--- config.mk ---
export PLATFORM = sky130hd
export DESIGN_NAME = sfc_host
export DESIGN_NICKNAME = d
export VERILOG_FILES = /design/src/sfc_pkg.sv /design/src/sfc_fifo.sv /design/src/sfc_host.sv
export VERILOG_INCLUDE_DIRS = /design/src
export SDC_FILE = /design/constraint.sdc
export NUM_CORES = 1
export LEC_CHECK = 0
export BUFFER_PORTS_ARGS = -buffer_cell sky130_fd_sc_hd__buf_2
export CAP_MARGIN = 10
export CORE_MARGIN = 1
export CORE_UTILIZATION = 45
export DETAILED_ROUTE_END_ITERATION = 16
export GPL_TIMING_DRIVEN = 1
export SYNTH_ARGS = -nofsm -noshare
export SYNTH_HDL_FRONTEND = slang
export SYNTH_SLANG_ARGS = --single-unit
export TNS_END_PERCENT = 100
--- constraint.sdc ---
create_clock -name clk -period 10 [get_ports clk]
set_input_delay 0 -clock clk [delete_from_list [all_inputs] [get_ports clk]]
set_output_delay 0 -clock clk [all_outputs]
set_load 0.01 [all_outputs]
--- src/sfc_consts.svh ---
// Timing, framing and clock-divider constants for the serial flash command host
`ifndef SFC_CONSTS_SVH
`define SFC_CONSTS_SVH
`define SFC_INSTR_BITS     8
`define SFC_ADDR24_BITS    24
`define SFC_ADDR32_BITS    32
`define SFC_MODE_BITS      8
`define SFC_SCK_HALF_DEF   5
`define SFC_FIFO_DEPTH_DEF 16
`define SFC_MAX_DUMMY      31
`endif

--- src/sfc_pkg.sv ---
// Types for the serial flash command host
package sfc_pkg;
   typedef enum logic [1:0] {
      SFC_W1 = 2'h0,
      SFC_W2 = 2'h1,
      SFC_W4 = 2'h2
   } sfc_width_t;

   typedef struct packed {
      logic [7:0]  instr;
      logic        skipInstr;
      logic        quadInstr;
      logic        hasAddr;
      logic        addr32;
      logic [31:0] addr;
      sfc_width_t  addrWidth;
      logic        hasMode;
      logic [7:0]  modeBits;
      logic [4:0]  dummy;
      logic        ddr;
      logic        isRead;
      logic        isWrite;
      logic [15:0] nBytes;
      logic        cpol;
   } sfc_cmd_t;

   typedef struct packed {
      logic [3:0] out;
      logic [3:0] oe;
   } sfc_lanes_t;
endpackage : sfc_pkg

--- src/sfc_fifo.sv ---
// Parameterised flip-flop FIFO with valid/ready on both sides
`timescale 1ns/1ns
module sfc_fifo #(
   parameter int WIDTH = 8,
   parameter int DEPTH = 16
) (
   input  wire logic             clk,
   input  wire logic             reset_n,
   input  wire logic             inValid,
   output logic                  inReady,
   input  wire logic [WIDTH-1:0] inData,
   output logic                  outValid,
   input  wire logic             outReady,
   output logic [WIDTH-1:0]      outData
);
   localparam int AW = $clog2(DEPTH);

   initial begin
      if (DEPTH < 2 || (1 << AW) != DEPTH) $error("DEPTH must be a power of two");
   end

   typedef struct packed {
      logic [DEPTH-1:0][WIDTH-1:0] mem;
      logic [AW:0]                 wp;
      logic [AW:0]                 rp;
   } sfc_fifo_st_t;

   sfc_fifo_st_t st_r;
   sfc_fifo_st_t st_nxt;
   logic         full;
   logic         empty;

   assign full     = (st_r.wp[AW] != st_r.rp[AW]) && (st_r.wp[AW-1:0] == st_r.rp[AW-1:0]);
   assign empty    = (st_r.wp == st_r.rp);
   assign inReady  = !full;
   assign outValid = !empty;
   assign outData  = st_r.mem[st_r.rp[AW-1:0]];

   always_comb begin
      st_nxt = st_r;
      if (inValid && !full) begin
         st_nxt.mem[st_r.wp[AW-1:0]] = inData;
         st_nxt.wp = st_r.wp + 1'b1;
      end
      if (outReady && !empty) begin
         st_nxt.rp = st_r.rp + 1'b1;
      end
   end

   always_ff @(posedge clk or negedge reset_n) begin
      if (!reset_n) begin
         st_r <= '0;
      end else begin
         st_r <= st_nxt;
      end
   end

   a_fifo_no_overrun: assert property (@(posedge clk) disable iff (!reset_n)
      full && !outReady |=> full && $stable(st_r.wp))
      else $error("FIFO pointer moved while full");
endmodule : sfc_fifo

--- src/sfc_host.sv ---
// Host-side serial flash command controller driving clock, select and four lanes
`timescale 1ns/1ns
`include "sfc_consts.svh"

module sfc_host #(
   parameter int SCK_HALF   = `SFC_SCK_HALF_DEF,
   parameter int FIFO_DEPTH = `SFC_FIFO_DEPTH_DEF
) (
   input  wire logic             clk,
   input  wire logic             reset_n,
   input  wire logic             cmdValid,
   output logic                  cmdReady,
   input  wire sfc_pkg::sfc_cmd_t cmd,
   input  wire logic             wrValid,
   output logic                  wrReady,
   input  wire logic [7:0]       wrData,
   output logic                  rdValid,
   input  wire logic             rdReady,
   output logic [7:0]            rdData,
   output logic                  busy,
   output logic                  sck,
   output logic                  selectN,
   output logic [3:0]            laneOut,
   output logic [3:0]            laneOe,
   input  wire logic [3:0]       laneIn
);
   initial begin
      if (SCK_HALF < 1 || SCK_HALF > 255) $error("SCK_HALF out of range");
   end

   typedef enum logic [2:0] {
      ST_IDLE  = 3'h0,
      ST_INSTR = 3'h1,
      ST_ADDR  = 3'h3,
      ST_MODE  = 3'h2,
      ST_DUMMY = 3'h6,
      ST_DATA  = 3'h7,
      ST_END   = 3'h5
   } sfc_state_t;

   typedef struct packed {
      sfc_state_t        state;
      sfc_pkg::sfc_cmd_t c;
      logic [7:0]        div;
      logic              sck;
      logic              selN;
      logic [31:0]       sh;
      logic [5:0]        bitsLeft;
      logic [15:0]       bytesLeft;
      sfc_pkg::sfc_width_t w;
      logic [3:0]        out;
      logic [3:0]        oe;
      logic [7:0]        rdSh;
      logic [3:0]        rdBits;
      logic [7:0]        rdByte;
      logic              rdPush;
      logic [3:0]        sync1;
      logic [3:0]        sync2;
   } sfc_st_t;

   sfc_st_t    st_r;
   sfc_st_t    st_nxt;
   logic       wrFifoValid;
   logic [7:0] wrFifoData;
   logic       wrPop;
   logic       rdFifoReady;

   function automatic logic [2:0] laneBits(input sfc_pkg::sfc_width_t w);
      unique case (w)
         sfc_pkg::SFC_W1: laneBits = 3'h1;
         sfc_pkg::SFC_W2: laneBits = 3'h2;
         sfc_pkg::SFC_W4: laneBits = 3'h4;
         default:         laneBits = 3'h1;
      endcase
   endfunction : laneBits

   // lowest bit of a group on lane0, group taken from the top of the shifter
   function automatic logic [3:0] topGroup(input logic [31:0] s, input sfc_pkg::sfc_width_t w);
      unique case (w)
         sfc_pkg::SFC_W1: topGroup = {3'h0, s[31]};
         sfc_pkg::SFC_W2: topGroup = {2'h0, s[31:30]};
         sfc_pkg::SFC_W4: topGroup = s[31:28];
         default:         topGroup = {3'h0, s[31]};
      endcase
   endfunction : topGroup

   function automatic logic [3:0] laneMask(input sfc_pkg::sfc_width_t w);
      unique case (w)
         sfc_pkg::SFC_W1: laneMask = 4'h1;
         sfc_pkg::SFC_W2: laneMask = 4'h3;
         sfc_pkg::SFC_W4: laneMask = 4'hF;
         default:         laneMask = 4'h1;
      endcase
   endfunction : laneMask

   sfc_fifo #(.WIDTH(8), .DEPTH(FIFO_DEPTH)) uWrFifo (
      .clk      (clk),
      .reset_n  (reset_n),
      .inValid  (wrValid),
      .inReady  (wrReady),
      .inData   (wrData),
      .outValid (wrFifoValid),
      .outReady (wrPop),
      .outData  (wrFifoData)
   );

   sfc_fifo #(.WIDTH(8), .DEPTH(FIFO_DEPTH)) uRdFifo (
      .clk      (clk),
      .reset_n  (reset_n),
      .inValid  (st_r.rdPush),
      .inReady  (rdFifoReady),
      .inData   (st_r.rdByte),
      .outValid (rdValid),
      .outReady (rdReady),
      .outData  (rdData)
   );

   logic halfTick;
   logic riseNow;
   logic fallNow;
   logic wrStall;
   logic rdStall;
   assign halfTick = (st_r.div == 8'(SCK_HALF - 1));
   assign riseNow  = halfTick && !st_r.sck;
   assign fallNow  = halfTick && st_r.sck;
   assign wrStall  = (st_r.state == ST_DATA) && st_r.c.isWrite && (st_r.bitsLeft == 6'h0)
                     && (st_r.bytesLeft != 16'h0) && !wrFifoValid;
   assign rdStall  = (st_r.state == ST_DATA) && st_r.c.isRead && !rdFifoReady;
   assign wrPop    = (st_r.state == ST_DATA) && st_r.c.isWrite && (st_r.bitsLeft == 6'h0)
                     && (st_r.bytesLeft != 16'h0) && wrFifoValid && st_r.sck && halfTick;

   assign cmdReady = (st_r.state == ST_IDLE);
   assign busy     = (st_r.state != ST_IDLE);
   assign sck      = st_r.sck;
   assign selectN  = st_r.selN;
   assign laneOut  = st_r.out;
   assign laneOe   = st_r.oe;

   always_comb begin
      logic       edgeDo;
      logic       shiftEdge;
      logic [2:0] lb;
      logic [3:0] g;
      st_nxt        = st_r;
      st_nxt.rdPush = 1'b0;
      st_nxt.sync1  = laneIn;
      st_nxt.sync2  = st_r.sync1;
      lb            = laneBits(st_r.w);
      g             = 4'h0;
      edgeDo        = 1'b0;
      shiftEdge     = 1'b0;
      unique case (st_r.state)
         ST_IDLE: begin
            // park the clock at the mode polarity
            st_nxt.sck  = cmd.cpol;
            st_nxt.selN = 1'b1;
            st_nxt.oe   = 4'h0;
            st_nxt.div  = 8'h0;
            if (cmdValid) begin
               st_nxt.c    = cmd;
               st_nxt.selN = 1'b0;
               // mode 3 idles high, mode 0 low
               st_nxt.sck  = cmd.cpol;
               // continuous read skips the instruction byte
               if (cmd.skipInstr) begin
                  st_nxt.state    = ST_ADDR;
                  st_nxt.sh       = cmd.addr32 ? cmd.addr : {cmd.addr[23:0], 8'h00};
                  st_nxt.bitsLeft = cmd.addr32 ? 6'd`SFC_ADDR32_BITS : 6'd`SFC_ADDR24_BITS;
                  st_nxt.w        = cmd.addrWidth;
               end else begin
                  st_nxt.state    = ST_INSTR;
                  st_nxt.sh       = {cmd.instr, 24'h000000};
                  st_nxt.bitsLeft = 6'd`SFC_INSTR_BITS;
                  // four-lane command mode widens the instruction
                  st_nxt.w        = cmd.quadInstr ? sfc_pkg::SFC_W4 : sfc_pkg::SFC_W1;
               end
               st_nxt.bytesLeft = cmd.nBytes;
               st_nxt.rdBits    = 4'h0;
               // mode 0 has no leading fall: first group goes out with select
               if (!cmd.cpol) begin
                  st_nxt.out      = topGroup(st_nxt.sh, st_nxt.w);
                  st_nxt.oe       = laneMask(st_nxt.w);
                  st_nxt.sh       = st_nxt.sh << laneBits(st_nxt.w);
                  st_nxt.bitsLeft = st_nxt.bitsLeft - 6'(laneBits(st_nxt.w));
               end
            end
         end
         ST_END: begin
            // select stays low until the last clock returns to idle level
            st_nxt.div = halfTick ? 8'h0 : st_r.div + 8'h1;
            if (halfTick) begin
               // Return the clock to its park level before select rises
               if (st_r.sck != st_r.c.cpol) begin
                  st_nxt.sck = st_r.c.cpol;
               end else begin
                  st_nxt.selN  = 1'b1;
                  st_nxt.oe    = 4'h0;
                  st_nxt.state = ST_IDLE;
               end
            end
         end
         default: begin
            if (!wrStall && !rdStall) begin
               st_nxt.div = halfTick ? 8'h0 : st_r.div + 8'h1;
               edgeDo     = halfTick;
            end
         end
      endcase

      if (edgeDo) begin
         st_nxt.sck = !st_r.sck;
         // host drives on falling edges, device samples on rising
         // double rate phases after the instruction shift on both edges
         shiftEdge = st_r.sck || (st_r.c.ddr && st_r.state != ST_INSTR && st_r.div != 8'hFF
                     && !(st_r.state == ST_DATA && st_r.c.isRead));
         if (fallNow || (shiftEdge && st_r.c.ddr && st_r.state != ST_INSTR)) begin
            if (st_r.bitsLeft != 6'h0 && st_r.state != ST_DUMMY
                && !(st_r.state == ST_DATA && st_r.c.isRead)) begin
               // single-width lane0 out; dual or quad groups
               g            = topGroup(st_r.sh, st_r.w);
               st_nxt.out   = g;
               st_nxt.oe    = laneMask(st_r.w);
               st_nxt.sh    = st_r.sh << lb;
               st_nxt.bitsLeft = st_r.bitsLeft - 6'(lb);
            end
         end
         // phases advance on falling edges, counted in bits, dummy counted in cycles
         if (fallNow && st_nxt.bitsLeft == 6'h0) begin
            unique case (st_r.state)
               ST_INSTR: begin
                  if (st_r.c.hasAddr) begin
                     st_nxt.state    = ST_ADDR;
                     st_nxt.sh       = st_r.c.addr32 ? st_r.c.addr : {st_r.c.addr[23:0], 8'h00};
                     st_nxt.bitsLeft = st_r.c.addr32 ? 6'd`SFC_ADDR32_BITS
                                                      : 6'd`SFC_ADDR24_BITS;
                     st_nxt.w        = st_r.c.addrWidth;
                  end else begin
                     st_nxt.state    = st_r.c.isRead ? ST_DUMMY : ST_DATA;
                     st_nxt.bitsLeft = st_r.c.isRead ? {1'b0, st_r.c.dummy} : 6'h0;
                  end
               end
               ST_ADDR: begin
                  if (st_r.c.hasMode) begin
                     st_nxt.state    = ST_MODE;
                     st_nxt.sh       = {st_r.c.modeBits, 24'h000000};
                     st_nxt.bitsLeft = 6'd`SFC_MODE_BITS;
                  end else begin
                     st_nxt.state    = ST_DUMMY;
                     st_nxt.bitsLeft = {1'b0, st_r.c.dummy};
                  end
               end
               ST_MODE: begin
                  st_nxt.state    = ST_DUMMY;
                  st_nxt.bitsLeft = {1'b0, st_r.c.dummy};
               end
               default: begin
               end
            endcase
            if (st_r.state == ST_DUMMY || (!st_r.c.isRead && st_r.c.dummy == 5'h0
                && (st_r.state == ST_MODE || (st_r.state == ST_ADDR && !st_r.c.hasMode)))) begin
               if (st_nxt.state == ST_DUMMY && st_nxt.bitsLeft != 6'h0) begin
                  st_nxt.oe = 4'h0;
               end else begin
                  // read data driven after the last latency falling edge
                  st_nxt.state = ST_DATA;
                  st_nxt.w     = st_r.c.addrWidth;
                  if (st_r.c.isRead) begin
                     st_nxt.oe = 4'h0;
                  end
               end
            end
         end
         // clock keeps toggling through dummy cycles
         if (fallNow && st_r.state == ST_DUMMY && st_r.bitsLeft != 6'h0) begin
            st_nxt.bitsLeft = st_r.bitsLeft - 6'h1;
            st_nxt.oe       = 4'h0;
         end
         // no-read command ends after the rise that takes its last bit
         if (riseNow && st_r.state == ST_DATA && !st_r.c.isRead && st_r.bitsLeft == 6'h0
             && (st_r.bytesLeft == 16'h0 || !st_r.c.isWrite)) begin
            st_nxt.state = ST_END;
         end
         // write data reloads from the FIFO each byte
         if (wrPop) begin
            st_nxt.sh        = {wrFifoData, 24'h000000};
            st_nxt.bitsLeft  = 6'h8;
            st_nxt.bytesLeft = st_r.bytesLeft - 16'h1;
            g               = topGroup({wrFifoData, 24'h000000}, st_r.w);
            st_nxt.out      = g;
            st_nxt.oe       = laneMask(st_r.w);
            st_nxt.sh       = {wrFifoData, 24'h000000} << lb;
            st_nxt.bitsLeft = 6'h8 - 6'(lb);
         end
         // read data sampled on rising edges, both edges in double rate
         if (st_r.state == ST_DATA && st_r.c.isRead && (riseNow || st_r.c.ddr)) begin
            unique case (st_r.w)
               sfc_pkg::SFC_W1: st_nxt.rdSh = {st_r.rdSh[6:0], st_r.sync2[1]};
               sfc_pkg::SFC_W2: st_nxt.rdSh = {st_r.rdSh[5:0], st_r.sync2[1:0]};
               default:         st_nxt.rdSh = {st_r.rdSh[3:0], st_r.sync2};
            endcase
            st_nxt.rdBits = st_r.rdBits + 4'(lb);
            if (st_r.rdBits + 4'(lb) == 4'h8) begin
               // bytes in address order, lowest first
               st_nxt.rdByte    = st_nxt.rdSh;
               st_nxt.rdPush    = 1'b1;
               st_nxt.rdBits    = 4'h0;
               st_nxt.bytesLeft = st_r.bytesLeft - 16'h1;
               // raise select after a whole byte
               if (st_r.bytesLeft == 16'h1) begin
                  st_nxt.state = ST_END;
               end
            end
         end
      end
   end

   always_ff @(posedge clk or negedge reset_n) begin
      if (!reset_n) begin
         st_r      <= '0;
         st_r.selN <= 1'b1;
      end else begin
         st_r <= st_nxt;
      end
   end

   // select low for the whole command
   a_select_held: assert property (@(posedge clk) disable iff (!reset_n)
      (st_r.state inside {ST_INSTR, ST_ADDR, ST_MODE, ST_DUMMY, ST_DATA}) |-> !selectN)
      else $error("Select high inside a command");
   a_idle_park: assert property (@(posedge clk) disable iff (!reset_n)
      $rose(selectN) |-> sck == st_r.c.cpol)
      else $error("Clock not parked at mode level");
   a_write_boundary: assert property (@(posedge clk) disable iff (!reset_n)
      $past(st_r.state) == ST_DATA && st_r.state == ST_END && st_r.c.isWrite
      |-> st_r.bitsLeft == 6'h0)
      else $error("Write ended off a byte boundary");
   a_lanes_float: assert property (@(posedge clk) disable iff (!reset_n)
      selectN |=> laneOe == 4'h0 || !selectN)
      else $error("Lanes driven while deselected");
   a_dummy_release: assert property (@(posedge clk) disable iff (!reset_n)
      st_r.state == ST_DUMMY && st_r.bitsLeft != 6'h0 && fallNow |=> laneOe == 4'h0)
      else $error("Lanes driven in latency");
   a_instr_first: assert property (@(posedge clk) disable iff (!reset_n)
      $fell(selectN) && !st_r.c.skipInstr |-> st_r.state == ST_INSTR
      && st_r.bitsLeft == (st_r.c.cpol ? 6'h8 : 6'h8 - 6'(laneBits(st_r.w))))
      else $error("Command did not open with instruction");
   a_skip_instr: assert property (@(posedge clk) disable iff (!reset_n)
      $fell(selectN) && st_r.c.skipInstr |-> st_r.state == ST_ADDR)
      else $error("Continuous read sent instruction");
   a_drive_fall: assert property (@(posedge clk) disable iff (!reset_n)
      !st_r.c.ddr && $changed(laneOut) && !selectN |-> $fell(sck) || $fell(selectN))
      else $error("Lane changed off a falling edge");
endmodule : sfc_host

== Word level (Yosys, flattened, before mapping) ==
Cells that the tools add are included.

* Register bits: 462
* Output and inout port bits: 22
* Word-level logic and storage cells: 293
* Input port bits: 97

* Eq/ne operators: 28
* Reduce and logical (&&, ||, !) cells: 75
* $lt $le $gt $ge: 6
* Multiplexer cells: 103
* Shift-type cells: 3
* Add/subtract/negate cells: 11

{| class="wikitable"
|+ Operator list
! operator !! number
|-
| $mux W38 || 8
|-
| $bwmux W128 || 2
|-
| $mux W32 || 4
|-
| $shl A32 B3 Y32 || 3
|-
| $mux W85 || 1
|-
| $mux W83 || 1
|-
| $mux W8 || 10
|-
| $mux W65 || 1
|-
| $bmux W8 S4 || 2
|-
| $demux W8 S4 || 2
|-
| $pmux W32 S2 || 1
|-
| $mux W60 || 1
|-
| $mux W54 || 1
|-
| $mux W3 || 17
|-
| $pmux W4 S2 || 6
|-
| $logic_and A1 B1 Y1 || 39
|-
| $mux W4 || 9
|-
| $mux W6 || 6
|-
| $mux W16 || 2
|-
| $pmux W8 S2 || 2
|-
| $mux W2 || 11
|-
| $mux W21 || 1
|-
| $add A5 B1 Y5 const B || 4
|-
| $lt A4 B5 Y1 const B || 4
|-
| other kinds (43) || 88
|}

== Logic depth before layout (Yosys ltp) ==
* Depth after elaboration: 30
* Mapped depth: 17
* Mapped depth without buffers: 12

== Modules after synthesis ==
From an unflattened synthesis, not the netlist that was laid out.

* Cells, all modules: 2,531
* Area, all modules: 26,053.7 um^2

{| class="wikitable"
|+ By module, submodules not included
! module !! area each (um^2) !! seq. area each (um^2) !! instances !! cells each
|-
| sfc_host || 12,862.3 || 3,980.1 || 1 || 1,649
|-
| sfc_fifo (uRdFifo) || 6,660.1 || 3,453.3 || 1 || 458
|-
| sfc_fifo (uWrFifo) || 6,531.3 || 3,453.3 || 1 || 424
|}

== Least setup slack after synthesis ==
No wires, ideal clock.

* Kind: register to register
* Start: reg st_r[37] in the netlist's numbering
* End: reg st_r[90] in the netlist's numbering
* Path buffers: 4
* Stages on the path, launching flop included: 17
* Arrival: 3.765 ns
* Library setup time: 0.134 ns
* Path slack: 6.101 ns
* Cells stage by stage: dfrtp_1 -> inv_1 -> ha_1 -> clkbuf_1 -> inv_1 -> clkbuf_1 -> clkbuf_1 -> ha_1 -> fa_1 -> xor2_1 -> and3_1 -> and3_1 -> a31oi_4 -> buf_6 -> or3_1 -> a221oi_1 -> o31ai_1

{| class="wikitable"
|+ RTL lines
! item !! RTL line !! source
|-
| start: declaration || sfc_host.sv:61 || <nowiki>sfc_st_t st_r;</nowiki>
|-
| start signal: assignment || sfc_host.sv:322 || <nowiki>st_r <= st_nxt;</nowiki>
|}

==> out/summary.txt <==
=======================================================================================
Result of the run                                                             completed
Pwr Density                                                                  269 mW/mm2
Synthesis Warnings                                                                    0
Number of setup violations in the final report                                        0
Worst R2R Start                                                                st_r[37]
Synth cell types                                                                     98
Final instance area                                                          0.0296 mm2
# rows                                                                               87
Launching element of the worst setup path                                      st_r[37]
Tcrit/Tclk final                                                                  0.523
Most frequent cells after synthesis                                        dfrtp_1 (434), nand2_1 (339), mux2_2 (313), clkbuf_1 (125), nor2_1 (124)
# port buffers                                                                      118
Number of flip-flops and latches in the synthesized netlist                         435
# IOs                                                                               119
Global Route Usage Sum                                                            0.265
Arrival @ worst endpoint                                                        5.73 ns
Total vias in the final route                                                     20700
Area of the core region                                                      0.0567 mm2
Number of sinks handled by clock tree synthesis                                     435
Number of antenna violations at the first check in global routing                     0
Fill cell instance count of the final layout                                       4993
Buffers & Inverters on Critical Path                                                  3
Summed instance area of the synthesized netlist                              0.0260 mm2
Clock tree from TritonCTS                                                         built
Most frequent cell after synthesis                                              dfrtp_1
Remaining max-slew budget at the tightest pin                                     0.148
Seq/Total Area, Yosys                                                             0.418
Syn-to-layout area delta                                                          13.7%
Die Y                                                                            242 um
Cells resized by post-CTS repair                                                      0
# nets final                                                                       2640
Mean post-synth cell area                                                      10.8 um2
Drt via density                                                                    6.27
CTS buffer count                                                                     50
Antenna cell count                                                                    0
CP delay by family, top                                                    simple AND/OR/NAND/NOR gates
Remaining design rule violation count                                                 0
Cell Chain, Critical Path                                                  inv_1, ha_1, buf_4, inv_1, ha_1, fa_1, xor2_1, and3_1, and3_1, a31oi_4, nor3_2, nand2_1, o311ai_1
Buffer cell driving the clock tree root                                       clkbuf_16
Clock network latency to the later pin of the worst-skew pair                   0.62 ns
1st-pass router iterations                                                            6
Die width                                                                        242 um
Cell type contributing the most total cell area after synthesis                 dfrtp_1
Count of H-tree levels built during CTS                                               2
Worst-case clock skew                                                         0.0367 ns
Wire length of the first global-routing pass                                  123000 um
Path type of the worst min-delay path                                      input pin to register
Slowest cell on crit path                                                        nor3_2
Highest net fanout along the worst path                                              43
Leftover overflow at the end of global routing                                        0
Top cell type's share of synthesized area                                         0.417
Die Area                                                                     0.0588 mm2
Post-synthesis net count                                                           2542
Clock-pin slew on the worst setup and hold paths                                0.06 ns
Wire length after detailed routing                                             77700 um
Vias in the first global route                                                    20500
Max rail drop VDD                                                              0.274 mV
Count of mapped cells out of synthesis                                             2413
Pin count of the biggest net entering global routing                                171
Starting density of the core                                                      0.459
R2R Setup Slk                                                                   4.77 ns
P_leak                                                                          12.9 nW
Weighted congestion reported at the end of routability-driven placement           0.919
Synth async-reset ratio                                                            1.00
Count of flip-flops with a built-in enable after synthesis                            0
Max-cap violation count                                                               0
Category of the critical setup timing path                                 register to register
Max Slew Vio Count                                                                    0
Cell area after placement                                                    0.0270 mm2
Sequential cell area                                                         0.0109 mm2
Number of violations reported at the end of detailed-routing iteration 0           2092
Element type at the critical path start                                        register
Post-route setup TNS                                                               0 ns
Total Power                                                                   0.00795 W
Worst EP required                                                              10.50 ns
Highest attainable clock frequency                                              191 MHz
Startpoint of the most critical hold path                                     laneIn[3]
Critical path capture point type                                               register
Sum of net half-perimeters after detailed placement                            52800 um
Transition at the pin with the smallest max-transition slack                    1.26 ns
Peak per-stage delay on the critical path                                       1.04 ns
Setup ws final                                                                  4.77 ns
Routed wirelength normalized by instance count                                  23.5 um
Largest cells by area after synthesis                                      dfrtp_1 (42%), mux2_2 (14%), mux4_2 (9.6%)
Leading register cell type out of synthesis                                     dfrtp_1
CTS Buffer Depth                                                                      3
Final worst path period need                                                    5.23 ns
Placement-stage worst setup slack                                               4.89 ns
Number of routed nets with antenna violations                                         0
Final hold violation count                                                            0
Share of post-route cells with drive strength above 1                             0.274
Footprint of the multi-input gates                                           0.0142 mm2
Setup repair after global routing missed its margin                                  no
=======================================================================================
[registers in the layout (all words and copies together) (netlist names)]
register,count
laneOut,4
uWrFifo.st_r,138
selectN,1
sck,1
st_r,145
uRdFifo.st_r,138
st_nxt,4
laneOe,4
[kinds of logic after synthesis]
family          count (synthesis)  share of synthesized area
compound gates                459                      0.122
xor+xnor                       37                     0.0125
fa+ha+maj                      32                     0.0160
flops                         435                      0.418
simple gates                  699                      0.125
mux                           522                      0.270
buf+inv                       229                     0.0368
[per-stage QoR]
stage          hold WS (ns)  std cells  utilization
2_1_floorplan        -0.296       2413            -
3_3_place_gp          0.118       3128        0.477
3_5_place_dp          0.111       3128        0.477
4_1_cts              0.0330       3306        0.522
5_1_grt              0.0430       3306        0.522
6_report             0.0506       3306        0.522
[where the power goes]
| group | internal, W | total [W] | switching, W | leakage (nW) |
|---|---|---|---|---|
| sequential | 0.00225 | 0.00273 | 0.000476 | 5.64 |
| clock | 0.00112 | 0.00189 | 0.000772 | 0.834 |
| combinational | 0.00144 | 0.00333 | 0.00189 | 6.46 |
[layout make-up]
| class | count | area share |
|---|---|---|
| clock buffers | 70 | 0.0479 |
| well taps | 756 | 0.0320 |
| flip-flops and latches | 435 | 0.368 |
| clock inverters | 21 | 0.00943 |
| repair buffers | 238 | 0.0585 |
| multi-input cells | 1749 | 0.480 |
| inverters | 37 | 0.00469 |
[worst paths after layout]
path,end,depth (start not counted)
worst max-delay path,st_r[80],13
worst min-delay path,st_nxt[3],2
worst max register to register,st_r[80],13
worst min register to register,st_r[2],0
max in group asynchronous,uWrFifo.st_r[111],3
min in group asynchronous,uRdFifo.st_r[27],2
[worst register-to-register path, stage by stage (launching register included)]
cell and delay (ns):
dfrtp_1 0.39, inv_1 0.09, ha_1 0.28, buf_4 0.44
inv_1 0.62, ha_1 0.43, fa_1 0.44, xor2_1 0.20
and3_1 0.19, and3_1 0.23, a31oi_4 0.23, nor3_2 1.04
nand2_1 0.20, o311ai_1 0.36
[placed cells by master (no fill, tap or decap), types with 80 or more instances in the layout]
master / Yosys / routed
a21oi_1: 80 / 80
buf_2: 26 / 117
dfrtp_1: 434 / 433
dlygate4sd3_1: 0 / 87
mux2_2: 313 / 313
mux2i_1: 89 / 89
mux4_2: 111 / 111
nand2_1: 339 / 339
nor2_1: 124 / 124
o21ai_0: 101 / 101
[per-layer routing]
layer | part of all wire | track usage
met1 | 0.43 | 0.372
met2 | 0.47 | 0.420
met3 | 0.074 | 0.0464
met4 | 0.025 | 0.0739
met5 | 0 | 0
[repair_timing]
| action | in CTS | in global routing |
|---|---|---|
| endpoints found under the hold margin | 341 | 0 |
| setup endpoints to repair | 0 | 0 |
| buffers inserted | 0 | 0 |
| hold buffers | 87 | 0 |
Note: power is estimated with default switching activity, not from simulation.
